`config.mk`:
```
export PLATFORM = sky130hd
export DESIGN_NAME = ccr_channel_cal_regs
export DESIGN_NICKNAME = d
export VERILOG_FILES = /design/src/common/ccr_pkg.sv /design/src/rtl/ccr_cal_word.sv /design/src/rtl/ccr_channel_cal_regs.sv
export VERILOG_INCLUDE_DIRS = /design/src /design/src/common
export SDC_FILE = /design/constraint.sdc
export NUM_CORES = 1
export LEC_CHECK = 0
export ABC_AREA = 1
export BUFFER_PORTS_ARGS = -buffer_cell sky130_fd_sc_hd__buf_2
export CORE_UTILIZATION = 54
export CTS_BUF_LIST = sky130_fd_sc_hd__clkbuf_4
export CTS_CLUSTER_SIZE = 14
export DETAILED_ROUTE_END_ITERATION = 10
export GPL_TIMING_DRIVEN = 1
export PLACE_DENSITY = 0.76
export SLEW_MARGIN = 20
export SYNTH_ARGS = -nofsm -noshare
export SYNTH_HDL_FRONTEND = slang
export SYNTH_HIERARCHICAL = 1
export SYNTH_SLANG_ARGS = --single-unit
```
`constraint.sdc`:
```
create_clock -name pclk -period 2.9 [get_ports pclk]
set_input_delay 0.58 -clock pclk [delete_from_list [all_inputs] [get_ports pclk]]
set_output_delay 0.58 -clock pclk [all_outputs]
set_load 0.005 [all_outputs]
```
`src/common/ccr_defs.svh`:
```
// Register indices, field positions, masks and reset values of the calibration bank.
`ifndef CCR_DEFS_SVH
`define CCR_DEFS_SVH

// Register indices; the byte address on the bus is four times the index.
`define CCR_IDX_CH1_OFS_HI 6'h0f
`define CCR_IDX_CH1_OFS_LO 6'h10
`define CCR_IDX_CH1_GAIN_HI 6'h11
`define CCR_IDX_CH1_GAIN_LO 6'h12
`define CCR_IDX_CH2_CONFIG 6'h13
`define CCR_IDX_CH2_OFS_HI 6'h14
`define CCR_IDX_CH2_OFS_LO 6'h15
`define CCR_IDX_CTRL 6'h1e
`define CCR_IDX_STATUS 6'h1f

// Reset values of the stored words.
`define CCR_OFS_HI_RST 16'h0000
`define CCR_OFS_LO_RST 16'h0000
`define CCR_GAIN_HI_RST 16'h8000
`define CCR_GAIN_LO_RST 16'h0000
`define CCR_CFG_RST 16'h0000
`define CCR_CTRL_RST 1'h0

// Writable bit masks; zero bits are read-only and always read zero.
`define CCR_MASK_HI 16'hffff
`define CCR_MASK_LO 16'hff00
`define CCR_MASK_CFG 16'hffc7

// Field positions.
`define CCR_LO_BYTE_MSB 15
`define CCR_LO_BYTE_LSB 8
`define CCR_INSEL_MSB 1
`define CCR_INSEL_LSB 0
`define CCR_CTRL_DIRECT_BIT 0
`define CCR_CTRL_COMMIT_BIT 1
`define CCR_STAT_DIRECT_BIT 0
`define CCR_STAT_PEND_LSB 1
`define CCR_STAT_PEND_MSB 3

// Pending and commit slot numbers.
`define CCR_SLOT_CH1_OFS 0
`define CCR_SLOT_CH1_GAIN 1
`define CCR_SLOT_CH2_OFS 2

`endif

```
`src/common/ccr_pkg.sv`:
```
// Types shared by the calibration register bank and its bus.
package ccr_pkg;

    typedef struct packed {
        logic psel;
        logic penable;
        logic pwrite;
        logic [7:0] paddr;
        logic [31:0] pwdata;
        logic [3:0] pstrb;
    } ccr_apb_req_t;

    typedef struct packed {
        logic [31:0] prdata;
        logic pready;
        logic pslverr;
    } ccr_apb_rsp_t;

    typedef enum logic [1:0] {
        CCR_INSEL_NORMAL = 2'h0,
        CCR_INSEL_SHORTED = 2'h1,
        CCR_INSEL_TEST_POS = 2'h2,
        CCR_INSEL_TEST_NEG = 2'h3
    } ccr_insel_t;

    typedef struct packed {
        logic signed [23:0] offset;
        logic [23:0] gain;
    } ccr_chan_cal_t;

endpackage

```
`src/rtl/ccr_cal_word.sv`:
```
// One 16-bit stored register word with per-bit write mask and byte strobes.
`timescale 1ns/1ns
`include "ccr_defs.svh"

module ccr_cal_word #(
    parameter logic [15:0] RST_VAL = 16'h0000,
    parameter logic [15:0] WR_MASK = 16'hffff
) (
    input wire logic pclk,
    input wire logic presetn,
    input wire logic wr_en,
    input wire logic [1:0] wr_strb,
    input wire logic [15:0] wr_data,
    output logic [15:0] value
);

    logic [15:0] word_ff;
    logic [15:0] nxt_word;
    logic [15:0] lane_mask;

    // Masked bits keep their reset value, so read-only bits stay zero.
    always_comb begin
        lane_mask = {{8{wr_strb[1]}}, {8{wr_strb[0]}}} & WR_MASK;
        nxt_word = word_ff;
        if (wr_en) begin
            nxt_word = (word_ff & ~lane_mask) | (wr_data & lane_mask);
        end
    end

    always_ff @(posedge pclk or negedge presetn) begin
        if (!presetn) begin
            word_ff <= RST_VAL;
        end else begin
            word_ff <= nxt_word;
        end
    end

    assign value = word_ff;

endmodule

```
`src/rtl/ccr_channel_cal_regs.sv`:
```
// Channel 1 and channel 2 calibration and configuration registers behind an APB slave.
//
// Local design decision: the APB register port.
`timescale 1ns/1ns
`include "ccr_defs.svh"

// How it works
// - offset high word holds value bits 23:8
// - offset low word bits 15:8 hold bits 7:0
// - low calibration words bits 7:0 read zero
// - gain is unsigned 24-bit, two words
// - gain resets to 8000h high, zero low
// - offsets and configuration reset to zero
// - input select codes normal, shorted, test
// - configuration bits 5:3 always read zero
module ccr_channel_cal_regs (
    input wire logic pclk,
    input wire logic presetn,
    input ccr_pkg::ccr_apb_req_t apb_req,
    output ccr_pkg::ccr_apb_rsp_t apb_rsp,
    output ccr_pkg::ccr_chan_cal_t ch1_cal,
    output logic signed [23:0] ch2_offset,
    output ccr_pkg::ccr_insel_t ch2_input_select,
    output logic ch2_inputs_connected,
    output logic ch2_inputs_shorted,
    output logic ch2_test_enable,
    output logic ch2_test_negative
);

    import ccr_pkg::*;

    logic setup_phase;
    logic wr_fire;
    logic [5:0] idx;
    logic aligned;
    logic mapped;
    logic writable;
    logic [1:0] wr_strb;
    logic [15:0] wr_data;

    logic wr_ch1_ofs_hi;
    logic wr_ch1_ofs_lo;
    logic wr_ch1_gain_hi;
    logic wr_ch1_gain_lo;
    logic wr_ch2_config;
    logic wr_ch2_ofs_hi;
    logic wr_ch2_ofs_lo;
    logic wr_ctrl;

    logic [15:0] ch1_ofs_hi;
    logic [15:0] ch1_ofs_lo;
    logic [15:0] ch1_gain_hi;
    logic [15:0] ch1_gain_lo;
    logic [15:0] ch2_config;
    logic [15:0] ch2_ofs_hi;
    logic [15:0] ch2_ofs_lo;

    logic direct_ff;
    logic nxt_direct;
    logic [2:0] pend_ff;
    logic [2:0] nxt_pend;
    logic [2:0] commit_ff;
    logic [2:0] nxt_commit;
    logic [23:0] ch1_ofs_app_ff;
    logic [23:0] nxt_ch1_ofs_app;
    logic [23:0] ch1_gain_app_ff;
    logic [23:0] nxt_ch1_gain_app;
    logic [23:0] ch2_ofs_app_ff;
    logic [23:0] nxt_ch2_ofs_app;

    logic [31:0] prdata_ff;
    logic [31:0] nxt_prdata;
    logic pslverr_ff;
    logic nxt_pslverr;
    logic [15:0] rd_word;

    // Bus decode. Only word-aligned addresses of the listed indices are mapped.
    always_comb begin
        setup_phase = apb_req.psel & ~apb_req.penable;
        idx = apb_req.paddr[7:2];
        aligned = (apb_req.paddr[1:0] == 2'h0);
        wr_strb = apb_req.pstrb[1:0];
        wr_data = apb_req.pwdata[15:0];
        case (idx)
            `CCR_IDX_CH1_OFS_HI,
            `CCR_IDX_CH1_OFS_LO,
            `CCR_IDX_CH1_GAIN_HI,
            `CCR_IDX_CH1_GAIN_LO,
            `CCR_IDX_CH2_CONFIG,
            `CCR_IDX_CH2_OFS_HI,
            `CCR_IDX_CH2_OFS_LO,
            `CCR_IDX_CTRL: begin
                mapped = aligned;
                writable = aligned;
            end
            `CCR_IDX_STATUS: begin
                mapped = aligned;
                writable = 1'b0;
            end
            default: begin
                mapped = 1'b0;
                writable = 1'b0;
            end
        endcase
        wr_fire = apb_req.psel & apb_req.penable & apb_req.pwrite & writable;
    end

    always_comb begin
        wr_ch1_ofs_hi = wr_fire & (idx == `CCR_IDX_CH1_OFS_HI);
        wr_ch1_ofs_lo = wr_fire & (idx == `CCR_IDX_CH1_OFS_LO);
        wr_ch1_gain_hi = wr_fire & (idx == `CCR_IDX_CH1_GAIN_HI);
        wr_ch1_gain_lo = wr_fire & (idx == `CCR_IDX_CH1_GAIN_LO);
        wr_ch2_config = wr_fire & (idx == `CCR_IDX_CH2_CONFIG);
        wr_ch2_ofs_hi = wr_fire & (idx == `CCR_IDX_CH2_OFS_HI);
        wr_ch2_ofs_lo = wr_fire & (idx == `CCR_IDX_CH2_OFS_LO);
        wr_ctrl = wr_fire & (idx == `CCR_IDX_CTRL);
    end

    // Offset high words: all sixteen bits writable, reset to zero.
    ccr_cal_word #(
        .RST_VAL(`CCR_OFS_HI_RST),
        .WR_MASK(`CCR_MASK_HI)
    ) u_ch1_ofs_hi (
        .pclk(pclk),
        .presetn(presetn),
        .wr_en(wr_ch1_ofs_hi),
        .wr_strb(wr_strb),
        .wr_data(wr_data),
        .value(ch1_ofs_hi)
    );

    ccr_cal_word #(
        .RST_VAL(`CCR_OFS_HI_RST),
        .WR_MASK(`CCR_MASK_HI)
    ) u_ch2_ofs_hi (
        .pclk(pclk),
        .presetn(presetn),
        .wr_en(wr_ch2_ofs_hi),
        .wr_strb(wr_strb),
        .wr_data(wr_data),
        .value(ch2_ofs_hi)
    );

    // Lower words: only the upper byte stores, the lower byte reads zero; the gain high word stores all sixteen bits.
    ccr_cal_word #(
        .RST_VAL(`CCR_OFS_LO_RST),
        .WR_MASK(`CCR_MASK_LO)
    ) u_ch1_ofs_lo (
        .pclk(pclk),
        .presetn(presetn),
        .wr_en(wr_ch1_ofs_lo),
        .wr_strb(wr_strb),
        .wr_data(wr_data),
        .value(ch1_ofs_lo)
    );

    ccr_cal_word #(
        .RST_VAL(`CCR_OFS_LO_RST),
        .WR_MASK(`CCR_MASK_LO)
    ) u_ch2_ofs_lo (
        .pclk(pclk),
        .presetn(presetn),
        .wr_en(wr_ch2_ofs_lo),
        .wr_strb(wr_strb),
        .wr_data(wr_data),
        .value(ch2_ofs_lo)
    );

    ccr_cal_word #(
        .RST_VAL(`CCR_GAIN_HI_RST),
        .WR_MASK(`CCR_MASK_HI)
    ) u_ch1_gain_hi (
        .pclk(pclk),
        .presetn(presetn),
        .wr_en(wr_ch1_gain_hi),
        .wr_strb(wr_strb),
        .wr_data(wr_data),
        .value(ch1_gain_hi)
    );

    ccr_cal_word #(
        .RST_VAL(`CCR_GAIN_LO_RST),
        .WR_MASK(`CCR_MASK_LO)
    ) u_ch1_gain_lo (
        .pclk(pclk),
        .presetn(presetn),
        .wr_en(wr_ch1_gain_lo),
        .wr_strb(wr_strb),
        .wr_data(wr_data),
        .value(ch1_gain_lo)
    );

    // Reserved bits 15:6 and 2 are stored as written; bits 5:3 stay zero.
    ccr_cal_word #(
        .RST_VAL(`CCR_CFG_RST),
        .WR_MASK(`CCR_MASK_CFG)
    ) u_ch2_config (
        .pclk(pclk),
        .presetn(presetn),
        .wr_en(wr_ch2_config),
        .wr_strb(wr_strb),
        .wr_data(wr_data),
        .value(ch2_config)
    );

    // Staged update: a high-word write waits for its low word, so in normal mode a
    // high-then-low pair reaches the applied 24-bit value in one step. Direct mode or a
    // commit request applies at once. Applied values change two cycles after the write.
    always_comb begin
        nxt_direct = direct_ff;
        nxt_pend = pend_ff;
        nxt_commit = 3'h0;
        if (wr_ctrl && wr_strb[0]) begin
            nxt_direct = wr_data[`CCR_CTRL_DIRECT_BIT];
            if (wr_data[`CCR_CTRL_COMMIT_BIT]) begin
                nxt_commit = 3'h7;
            end
        end
        if (wr_ch1_ofs_lo || (wr_ch1_ofs_hi && direct_ff)) begin
            nxt_commit[`CCR_SLOT_CH1_OFS] = 1'b1;
        end
        if (wr_ch1_gain_lo || (wr_ch1_gain_hi && direct_ff)) begin
            nxt_commit[`CCR_SLOT_CH1_GAIN] = 1'b1;
        end
        if (wr_ch2_ofs_lo || (wr_ch2_ofs_hi && direct_ff)) begin
            nxt_commit[`CCR_SLOT_CH2_OFS] = 1'b1;
        end
        nxt_pend = pend_ff & ~commit_ff;
        if (wr_ch1_ofs_hi && !direct_ff) begin
            nxt_pend[`CCR_SLOT_CH1_OFS] = 1'b1;
        end
        if (wr_ch1_gain_hi && !direct_ff) begin
            nxt_pend[`CCR_SLOT_CH1_GAIN] = 1'b1;
        end
        if (wr_ch2_ofs_hi && !direct_ff) begin
            nxt_pend[`CCR_SLOT_CH2_OFS] = 1'b1;
        end
    end

    always_comb begin
        nxt_ch1_ofs_app = ch1_ofs_app_ff;
        nxt_ch1_gain_app = ch1_gain_app_ff;
        nxt_ch2_ofs_app = ch2_ofs_app_ff;
        if (commit_ff[`CCR_SLOT_CH1_OFS]) begin
            nxt_ch1_ofs_app = {ch1_ofs_hi, ch1_ofs_lo[15:8]};
        end
        if (commit_ff[`CCR_SLOT_CH1_GAIN]) begin
            nxt_ch1_gain_app = {ch1_gain_hi, ch1_gain_lo[15:8]};
        end
        if (commit_ff[`CCR_SLOT_CH2_OFS]) begin
            nxt_ch2_ofs_app = {ch2_ofs_hi, ch2_ofs_lo[15:8]};
        end
    end

    always_ff @(posedge pclk or negedge presetn) begin
        if (!presetn) begin
            direct_ff <= `CCR_CTRL_RST;
            pend_ff <= 3'h0;
            commit_ff <= 3'h0;
            ch1_ofs_app_ff <= {`CCR_OFS_HI_RST, 8'(`CCR_OFS_LO_RST >> 8)};
            ch1_gain_app_ff <= {`CCR_GAIN_HI_RST, 8'(`CCR_GAIN_LO_RST >> 8)};
            ch2_ofs_app_ff <= {`CCR_OFS_HI_RST, 8'(`CCR_OFS_LO_RST >> 8)};
        end else begin
            direct_ff <= nxt_direct;
            pend_ff <= nxt_pend;
            commit_ff <= nxt_commit;
            ch1_ofs_app_ff <= nxt_ch1_ofs_app;
            ch1_gain_app_ff <= nxt_ch1_gain_app;
            ch2_ofs_app_ff <= nxt_ch2_ofs_app;
        end
    end

    // Read data is captured in the setup phase and held through the access.
    always_comb begin
        rd_word = 16'h0000;
        case (idx)
            `CCR_IDX_CH1_OFS_HI: rd_word = ch1_ofs_hi;
            `CCR_IDX_CH1_OFS_LO: rd_word = ch1_ofs_lo;
            `CCR_IDX_CH1_GAIN_HI: rd_word = ch1_gain_hi;
            `CCR_IDX_CH1_GAIN_LO: rd_word = ch1_gain_lo;
            `CCR_IDX_CH2_CONFIG: rd_word = ch2_config;
            `CCR_IDX_CH2_OFS_HI: rd_word = ch2_ofs_hi;
            `CCR_IDX_CH2_OFS_LO: rd_word = ch2_ofs_lo;
            `CCR_IDX_CTRL: rd_word = {15'h0000, direct_ff};
            `CCR_IDX_STATUS: rd_word = {12'h000, pend_ff, direct_ff};
            default: rd_word = 16'h0000;
        endcase
        nxt_prdata = prdata_ff;
        nxt_pslverr = pslverr_ff;
        if (setup_phase) begin
            nxt_pslverr = apb_req.pwrite ? ~writable : ~mapped;
            nxt_prdata = 32'h0000_0000;
            if (!apb_req.pwrite && mapped) begin
                nxt_prdata = {16'h0000, rd_word};
            end
        end
    end

    always_ff @(posedge pclk or negedge presetn) begin
        if (!presetn) begin
            prdata_ff <= 32'h0000_0000;
            pslverr_ff <= 1'b0;
        end else begin
            prdata_ff <= nxt_prdata;
            pslverr_ff <= nxt_pslverr;
        end
    end

    always_comb begin
        apb_rsp.prdata = prdata_ff;
        apb_rsp.pready = apb_req.psel & apb_req.penable;
        apb_rsp.pslverr = pslverr_ff & apb_req.psel & apb_req.penable;
    end

    // Applied calibration values and decoded input selection.
    always_comb begin
        ch1_cal.offset = ch1_ofs_app_ff;
        ch1_cal.gain = ch1_gain_app_ff;
        ch2_offset = ch2_ofs_app_ff;
        ch2_input_select = ccr_insel_t'(ch2_config[`CCR_INSEL_MSB:`CCR_INSEL_LSB]);
        ch2_inputs_connected = (ch2_input_select == CCR_INSEL_NORMAL);
        ch2_inputs_shorted = (ch2_input_select == CCR_INSEL_SHORTED);
        ch2_test_enable = ch2_input_select[1];
        ch2_test_negative = (ch2_input_select == CCR_INSEL_TEST_NEG);
    end

endmodule

```
After elaboration in Yosys (flattened, before gate mapping)
Cells that the tools add are included.
Widths: inputs -> output; s select.
{"block": "op_classes", "addsub": 0, "multipliers": 0, "div_mod_pow": 0, "order_cmp": 0, "eq_ne": 11, "shift": 0, "mux": 13, "n_bitwise": 39, "n_reduce_logical": 17}
{"op": "$and 16x16->16", "n": 10}
{"op": "$pmux 16 s9", "n": 1}
{"op": "$or 16x16->16", "n": 7}
{"op": "$eq 6x5->1 const B", "n": 8}
{"op": "$not 16->16", "n": 3}
{"op": "$mux 16", "n": 1}
{"op": "$and 1x1->1", "n": 14}
{"op": "$mux 1", "n": 9}
{"op": "$reduce_or 9->1", "n": 1}
{"op": "$logic_and 1x1->1", "n": 8}
{"op": "$reduce_or 8->1", "n": 1}
{"op": "$eq 6x4->1 const B", "n": 1}
{"op": "$mux 3", "n": 2}
{"op": "$logic_not 2->1", "n": 2}
{"op": "$and 3x3->3", "n": 1}
{"op": "$logic_or 1x1->1", "n": 3}
{"op": "$not 1->1", "n": 3}
{"op": "$not 3->3", "n": 1}
{"op": "$eq 2x1->1 const B", "n": 1}
{"op": "$eq 2x2->1 const B", "n": 1}
{"op": "$logic_not 1->1", "n": 2}
{"block": "word_totals", "regBits": 224, "latch_bits": 0, "ramBits": 0, "romBits": 0, "wordCells": 95, "n_memories": 0}

Longest topological paths before layout
Gate-level depths: netlist of run 1.
{"block": "logic_depth", "depth_word": 8, "ltp_mapped": 13, "mapped_depth_nobuf": 12}

Modules after synthesis
The synthesis of run 1 kept the hierarchy.
{"module": "ccr_channel_cal_regs", "instances": 1, "cells_each": 701, "area_per_inst_um2": 5003.5, "seq_area_each_um2": 2403.6}
{"module": "ccr_cal_word (u_ch1_ofs_hi ...)", "instances": 2, "cells_each": 70, "area_per_inst_um2": 713.2, "seq_area_each_um2": 400.4}
{"module": "ccr_cal_word (u_ch1_gain_lo ...)", "instances": 3, "cells_each": 44, "area_per_inst_um2": 406.6, "seq_area_each_um2": 200.2}
{"module": "ccr_cal_word (u_ch1_gain_hi)", "instances": 1, "cells_each": 70, "area_per_inst_um2": 714.4, "seq_area_each_um2": 401.6}
{"module": "ccr_cal_word (u_ch2_config)", "instances": 1, "cells_each": 60, "area_per_inst_um2": 540.5, "seq_area_each_um2": 325.3}

Worst setup path after synthesis of run 1
No wires, ideal clock.
{"block": "synth_path", "kind": "input port to flip-flop", "start": "input port apb_req[41] (netlist bit)", "end": "register with a tool-made name", "setup_ns": 0.117, "arrival_time_ns": 1.843, "required_time_ns": 2.783, "path_slack_ns": 0.940, "path_stages": 10, "n_path_buf": 0, "cell_sequence": "nor2_1 -> nand3_1 -> nand3_2 -> nor2_4 -> nor2_8 -> nand2_4 -> nor2_1 -> nand2_1 -> nand2_1 -> nand2_1"}
{"element": "start, declared", "line": "ccr_channel_cal_regs.sv:19", "text": "input ccr_pkg::ccr_apb_req_t apb_req,"}

==> reports/results.ini, run 1 <==
[sta]
rsz0062_at_grt=no
hold_violations=0
finalClockSkew_ns=0.0134
setup_ws_ns=0.847
setup_viol=0
worst_slew_pin_slew_ns=0.870
fin_crit_ns=2.05
setup_tns_ns=0
max_freq_mhz=487
period_share_pct=70.8
finalMaxSlewViolations=0
relSlewSlack_pct=42.0

[clock_tree]
clock_latency_ns=0.58
cts_root_buf=clkbuf_4
cts-resized-gates=0
cts.sinks=181
clockBufferDepth=2
cts_buffers=17
h-tree-depth=4
clkTransAtPathRegs_ns=0.14
cts_tree=done

[power_and_ir_drop]
p_leak_nw=5.67
ir_drop_v=0.000251
power_density_nw_per_um2=421

[detailed_routing]
antenna_left=0
drtIter0Drc=640
via_count=7430
wl_per_cell_um=15.7
wl_mm=22.8
drcViolationCount=0
first_pass_iters=5
viasPerCell=5.12

[synth]
synthTopCellsByArea=dfrtp_1 (50%), nand2_1 (22%), nand3_1 (5.5%)
synth.distinct_cells=29
syn_inst=1103
synthFlopType=dfrtp_1
synth-seq-cells=181
synth_edf_count=0
yosysMostFrequentCell=nand2_1
syn_avg_cell_area_um2=8.07
synth_area_um2=8900
synth.top_cell.area_share_pct=50.3
ys_seq_area_share_pct=50.9
synth_area_leader_cell=dfrtp_1
async_flop_share_pct=100
yosys-top-cells-count=nand2_1 (513), dfrtp_1 (179), nand3_1 (97)
yosysWarnings=6

[setup_path]
crit_required_ns=3.39
critical_path.max_fanout=15
rrSetupSlack_ns=1.24
cp-end-kind=register
critPathKind=input pin to register
setup.worst_path.start_class=input pin
worstRegToRegCells=2
r2r_start=commit_ff[0]
critPathLaunch=apb_req[42]
slowest_stage=inv_1
rr_endpoint=ch1_ofs_app_ff[23]
arrival_ns=2.54
path_cells=buf_2 > inv_1 > nor2_4 > nand3_1 > nand3_2 > nor2_4 > nor2_8 > nand3_1 > inv_1 > nand2_8 > nand2_1 > nand2_1
cpPeakStageDelay_ns=0.37

[grt]
grt_antenna_before_repair=1
grt_pass1_wl_mm=35.6
grt.total_usage_pct=28.2
grt_overflow=0
grt_pass1_vias=6843
grt_max_degree=56

[die]
coreArea_um2=16000
die_x_um=130
initial_utilization_pct=55.7
fp.dieArea_um2=17000
rows=46
ioPinCount=161
dieHeight_um=130

[hold_path]
min_from=apb_req[8]
whs_path_depth=3
hold_path_class=input pin to register

[run_status]
status=complete, no violations

[placed_design]
dp_hpwl_mm=16.6
portBuffers=126
post-place-ws_ns=0.307
place.gp.congestion=0.952

[layout]
area_growth_syn_to_layout_pct=9.79
fin_nets=1270
drive_gt1_share_pct=19.3

[flow_run]
drv_cap=0

area by class of cell:
class                           instances  area [µm²]
Fill cell                            1512        6220
Sequential cell                       181        4530
Multi-Input combinational cell        814        3610
Timing Repair Buffer                  150         882
Tap cell                              216         270
Inverter                               57         214
Clock inverter                         14         135
Clock buffer                           17         128
Antenna cell                            1        2.50
worst max path at each step:
stage | to | slack, ns | depth (start not counted)
finish | register | 0.85 | 12
global route | register | 0.76 | 12
CTS | ch2_inputs_shorted | 0.94 | 3
detailed placement | register | 0.31 | 12
global placement | register | 0.32 | 13
floorplan | register | 0.94 | 10
per-layer routing:
metal / global-route usage, % / up-vias / wire, µm / part of all wire (%)
met4: 12.0 / 0 / 716 / 3.1
li1: - / 3583 / - / -
met1: 40.2 / 3483 / 9900 / 44
met5: 0 / - / 0 / 0
met3: 5.70 / 51 / 1850 / 8.1
met2: 42.3 / 313 / 10300 / 45
cell families after synthesis:
kind of cell / after synthesis / synth area share [%]
AND/OR/NAND/NOR: 734 / 36.5
AO/OA/AOI/OAI: 37 / 2.28
other: 5 / 0.211
flip-flops: 181 / 50.9
buffers and inverters: 146 / 10.1
power breakdown:
| group | leakage (nW) | total (mW) | switching [mW] | internal, mW |
|---|---|---|---|---|
| sequential | 2.50 | 2.53 | 0.00244 | 2.53 |
| combinational | 3.02 | 0.222 | 0.174 | 0.0474 |
| clock | 0.145 | 1.36 | 0.864 | 0.500 |
per-stage QoR:
stage          hold slack, ns  power, mW  instance area [µm²]  util, %  cells
5_1_grt                 0.253       4.27                 9780     61.1   1450
6_report                0.297       4.12                 9780     61.1   1450
2_1_floorplan           0.284       2.71                 9050        -   1141
3_5_place_dp            0.453       2.80                 9500     59.4   1417
4_1_cts                 0.248       4.14                 9770     61.1   1449
3_3_place_gp            0.450       2.80                 9500     59.4   1417
placed cells by master (no fill, tap or decap), drive strengths merged:
| master | Yosys | layout |
|---|---|---|
| inv | 56 | 58 |
| o311ai | 1 | 1 |
| a21oi | 9 | 9 |
| dlygate4sd3 | 0 | 1 |
| nand3b | 9 | 9 |
| nor2 | 67 | 67 |
| clkinvlp | 0 | 2 |
| o21bai | 1 | 1 |
| or2 | 1 | 1 |
| clkinv | 1 | 9 |
| conb | 5 | 43 |
| dfstp | 2 | 2 |
| buf | 73 | 149 |
| o21ai | 26 | 26 |
| diode | 0 | 1 |
| nand2 | 525 | 525 |
| dfrtp | 179 | 179 |
| nand4 | 4 | 4 |
| nand3 | 128 | 128 |
| bufinv | 0 | 2 |
| clkbuf | 16 | 17 |
worst max-delay path, delay by kind of cell:
family        cells  cell delay, ns
buf+inv           3            0.53
simple gates      9            1.43
what timing repair did:
item	in CTS	in global routing
endpoints found under the setup margin	0	0
hold endpoints to repair	50	0
buffers inserted	0	0
hold buffers	1	0
Note: power is estimated with default switching activity, not from simulation.
==> run 2, diff against run 1 <==
Settings changed: CORE_UTILIZATION 54 to 52.
Clock period 2.9 ns to 1.66 ns, I/O delays scaled along.
==> run 2 against run 1 <==
Sequential power increased by 75%. Utilization rose by 0.38 points. Largest power group unchanged. Via count up 2.6%.
==> reports/results.ini, run 2 (synthesis results as in run 1) <==
[detailed_routing]
drcViolationCount=0
first_pass_iters=5
via_count=7623
wl_per_cell_um=15.1
wl_mm=22.7
viasPerCell=5.07
antenna_left=0
drtIter0Drc=671

[placed_design]
dp_hpwl_mm=17.2
post-place-ws_ns=-0.241
place.gp.congestion=0.973
portBuffers=126

[power_and_ir_drop]
power_density_nw_per_um2=713
power_mw=7.30
ir_drop_v=0.000375
p_leak_nw=5.94

[clock_tree]
cts_buffers=17
clockBufferDepth=2
h-tree-depth=4
cts_root_buf=clkbuf_4
cts.sinks=181
clock_latency_ns=0.58
clkTransAtPathRegs_ns=0.14
cts_tree=done

[grt]
grt.total_usage_pct=27.3
met3_usage_pct=4.94
grt_pass1_wl_mm=36.5
busiest_layer=met2
grt_max_degree=43
grt_use_met1_pct=38.9
grt_antenna_before_repair=1
grtUsageMet2_pct=40.6
grt_pass1_vias=6997
grt_overflow=0

[die]
coreArea_um2=16600
initial_utilization_pct=53.5
die_x_um=133
dieHeight_um=133
rows=47
fp.dieArea_um2=17700
ioPinCount=161

[layout]
final_util_pct=61.5
final_cell_mix=nand2_1 (513), dfrtp_1 (177), buf_2 (125), nand3_1 (97), buf_4 (65)
multiInputGateArea_um2=3620
fillers=1495
drive_gt1_share_pct=22.7
layout_commonest_cell=nand2_1
fin_nets=1321
area_growth_syn_to_layout_pct=14.9
seqCellArea_um2=4530

[flow_run]
drv_cap=0

[sta]
setup_ws_ns=0.0655
setup_viol=0
finalClockSkew_ns=0.0122
setup_tns_ns=0
max_freq_mhz=627
period_share_pct=96.1
finalMaxSlewViolations=0
holdWs_ns=0.0447
fin_crit_ns=1.59
hold_violations=0
rsz0062_at_grt=yes

[hold_path]
min_from=apb_req[19]
hold_path_class=input pin to register

[setup_path]
setup.worst_path.start_class=register
critPathKind=register to output port
critical_path.max_fanout=5
arrival_ns=1.26
crit_required_ns=1.33
cp-end-kind=output port

[run_status]
status=complete, no violations

## run 2: layer usage
layer / part of all wire (%) / vias up / routed length, µm
met5: 0 / - / 0
met4: 3.5 / 0 / 787
met3: 6.5 / 48 / 1480
met2: 46 / 288 / 10400
met1: 44 / 3594 / 10000
li1: - / 3693 / -
## run 2: worst paths after layout
check,to,slack [ns],cells past startpoint
setup reg to reg,prdata_ff[1],0.44,7
min in group asynchronous,ch2_offset[6],0.21,2
hold / removal,register,0.04,3
hold reg to reg,register,0.48,2
max in group asynchronous,ch1_ofs_app_ff[20],0.79,3
setup / recovery,ch2_test_negative,0.07,3
## run 2: critical path: stages, from the launching register on
cell	delay [ns]
dfrtp_2	0.47
nand2_1	0.08
inv_1	0.03
buf_2	0.11
## run 2: layout make-up
class	count	share of cell area [%]
Antenna cell	1	0.0245
Tap cell	220	2.69
Clock inverter	11	1.35
Clock buffer	18	1.32
Inverter	57	2.09
Sequential cell	181	44.3
Timing Repair Buffer	201	12.9
Multi-Input combinational cell	814	35.4
## run 2: per-stage QoR
step                cells  instance area (µm²)
global route         1503                10200
finish               1503                10200
global placement     1470                 9930
detailed placement   1470                 9930
floorplan            1141                 9050
CTS                  1500                10200
## run 2: timing repair
action,in CTS,in global routing
pin swaps,0,2
buffers inserted,0,2
hold endpoints to repair,155,0
setup endpoints to repair,2,3
gates resized for setup,1,3
hold buffers,1,0
## run 2: power by group
part / internal [mW] / leakage [nW] / switching [mW]
Sequential: 4.42 / 2.50 / 0.00476
Clock: 1.02 / 0.148 / 1.43
Combinational: 0.117 / 3.29 / 0.309
Total: 5.55 / 5.94 / 1.74
==> run 3, diff against run 2 <==
Settings changed: ABC_AREA 1 to 0, CTS_CLUSTER_DIAMETER from default to 50, PLACE_DENSITY 0.76 to 0.77.
==> run 3 against run 2 <==
The run now ends with negative setup slack left. Via count is 29% lower. Largest cell class unchanged. Total power is 0.85% lower. Utilization is 1.8 points higher.
==> reports/results.ini, run 3 <==
[synth]
synth.top_cell.area_share_pct=54.9
yosysMostFrequentCell=dfrtp_1
synthTopCellsByArea=dfrtp_1 (55%), mux2_2 (24%), buf_4 (4.2%)
async_flop_share_pct=100
yosys-top-cells-count=dfrtp_1 (179), mux2_2 (171), buf_4 (46)
synth-seq-cells=181
synth.distinct_cells=43
synth_area_um2=8160
synthFlopType=dfrtp_1
syn_avg_cell_area_um2=13.6
syn_inst=601
synth_area_leader_cell=dfrtp_1
ys_seq_area_share_pct=55.6
yosysWarnings=6
synth_edf_count=0

[sta]
setup_tns_ns=-0.00136
period_share_pct=100
relSlewSlack_pct=65.8
setup_viol=1
finalClockSkew_ns=0.0156
setup_ws_ns=-0.00136
rsz0062_at_grt=yes
worst_slew_pin_slew_ns=0.513
fin_crit_ns=1.66
max_freq_mhz=602
finalMaxSlewViolations=0
hold_violations=0

[detailed_routing]
wl_mm=18.7
viasPerCell=5.46
first_pass_iters=5
drtIter0Drc=467
wl_per_cell_um=18.8
drcViolationCount=0
antenna_left=0
via_count=5428

[run_status]
status=finished, violations left
failed_checks=negative setup slack

[power_and_ir_drop]
pwr-share-clk_pct=33.0
ir_drop_v=0.000403
power_switching_mw=1.74
p_int_mw=5.49
power_density_nw_per_um2=750
seqPwrFrac_pct=61.1
switching_share_pct=24.1
p_leak_nw=5.07
power_frac_comb_pct=6.0

[layout]
layout_commonest_cell=dfrtp_1
drive_gt1_share_pct=53.7
fin_nets=818
final_cell_mix=dfrtp_1 (179), mux2_2 (169), buf_2 (124), buf_4 (49), conb_1 (43)
area_growth_syn_to_layout_pct=18.3
fillers=1154
finalInstanceArea_um2=9650

[placed_design]
place.gp.congestion=0.897
dpl_cell_area_um2=9330
dp_hpwl_mm=14.1
portBuffers=126

[grt]
grt_overflow=0
grt_pass1_vias=5610
grt_antenna_before_repair=1
grt.total_usage_pct=24.8
grt_max_degree=42
grt_pass1_wl_mm=30.5

[die]
rows=45
dieHeight_um=127
ioPinCount=161
coreArea_um2=15300
initial_utilization_pct=53.5
die_x_um=127
fp.dieArea_um2=16200

[setup_path]
critPathKind=register to output port
arrival_ns=1.33
worstRegToRegCells=5
critical_path.max_fanout=6
cp-end-kind=output port
crit_required_ns=1.33
setup.worst_path.start_class=register

[clock_tree]
h-tree-depth=4
cts_buffers=17
cts.sinks=181
clkTransAtPathRegs_ns=0.14
cts_tree=done
clockBufferDepth=2
cts_root_buf=clkbuf_4
clock_latency_ns=0.55

[hold_path]
min_from=apb_req[7]
whs_path_depth=2
hold_path_class=input pin to register

[flow_run]
drv_cap=0

[run 3: cell types whose count changed in the layout (fill, tap and decap cells not counted), sizes merged, moves of 19 or more]
| cell | delta |
|---|---|
| buf | -19 |
| o21ai | -24 |
| inv | -47 |
| nor2 | -55 |
| nand3 | -124 |
| mux2 | +171 |
| nand2 | -490 |
[run 3: what timing repair did]
item / in CTS / in global routing
resized for setup: 2 / 3
hold buffers: 1 / 0
hold endpoints to repair: 125 / 0
buffers inserted: 1 / 0
cloned: 0 / 0
pin swaps: 0 / 0
endpoints found under the setup margin: 3 / 4
[run 3: stage by stage]
stage / worst slack [ns] / cells / power [mW] / hold slack, ns / util, %
6_report: -0.00136 / 994 / 7.23 / 0.0889 / 63.2
5_1_grt: -0.0915 / 994 / 7.53 / 0.0377 / 63.2
4_1_cts: -0.0570 / 993 / 7.31 / 0.0321 / 63.1
3_5_place_dp: -0.436 / 959 / 4.93 / 0.273 / 61.1
3_3_place_gp: -0.402 / 959 / 4.91 / 0.261 / 61.1
2_1_floorplan: -0.303 / 639 / 4.73 / 0.0364 / -
[run 3: layout make-up]
| class | instances | area (µm²) | share of cell area [%] |
|---|---|---|---|
| tap | 211 | 264 | 2.74 |
| inverter | 7 | 26.3 | 0.272 |
| multi-input combinational | 380 | 3420 | 35.4 |
| clock inverter | 13 | 131 | 1.36 |
| clock buffer | 19 | 143 | 1.48 |
| sequential | 181 | 4530 | 47.0 |
| antenna | 1 | 2.50 | 0.0259 |
| timing repair buffer | 182 | 1130 | 11.7 |
[run 3: worst paths after layout]
| check | to | slack (ns) |
|---|---|---|
| hold / removal | register | 0.09 |
| min in group asynchronous | ch1_gain_app_ff[12] | 0.24 |
| hold reg to reg | ch1_gain_app_ff[2] | 0.52 |
| setup / recovery | ch2_test_negative | -0.001 |
| setup reg to reg | prdata_ff[1] | 0.03 |
| max in group asynchronous | asynchronous set/reset pin | 0.83 |
[run 3: kinds of logic after synthesis]
family / after synthesis / synth area share, %
mux: 187 / 26.2
flops: 181 / 55.6
simple gates: 89 / 5.92
buf+inv: 78 / 5.90
compound gates: 60 / 6.10
other cells: 5 / 0.230
xor+xnor: 1 / 0.107
[run 3: power by group through the flow]
stage,registers [mW],clock network [mW],logic (mW)
5_1_grt,4.42,2.64,0.477
6_report,4.42,2.39,0.432
3_5_place_dp,4.50,0,0.429
4_1_cts,4.42,2.46,0.433
3_3_place_gp,4.50,0,0.415
2_1_floorplan,4.50,0,0.232
[run 3: layer usage]
layer	up-vias	share of wire (%)	track usage [%]	wire length (µm)
li1	2464	-	-	-
met1	2772	46	35.0	8540
met2	179	49	39.8	9140
met3	13	4.6	4.23	860
met4	0	0.72	7.00	135
met5	-	0	0	0
[run 3: worst max-delay path, cell delays in order (launching register included)]
cell	delay, ns
dfrtp_1	0.41
buf_6	0.13
and2_4	0.13
buf_6	0.10
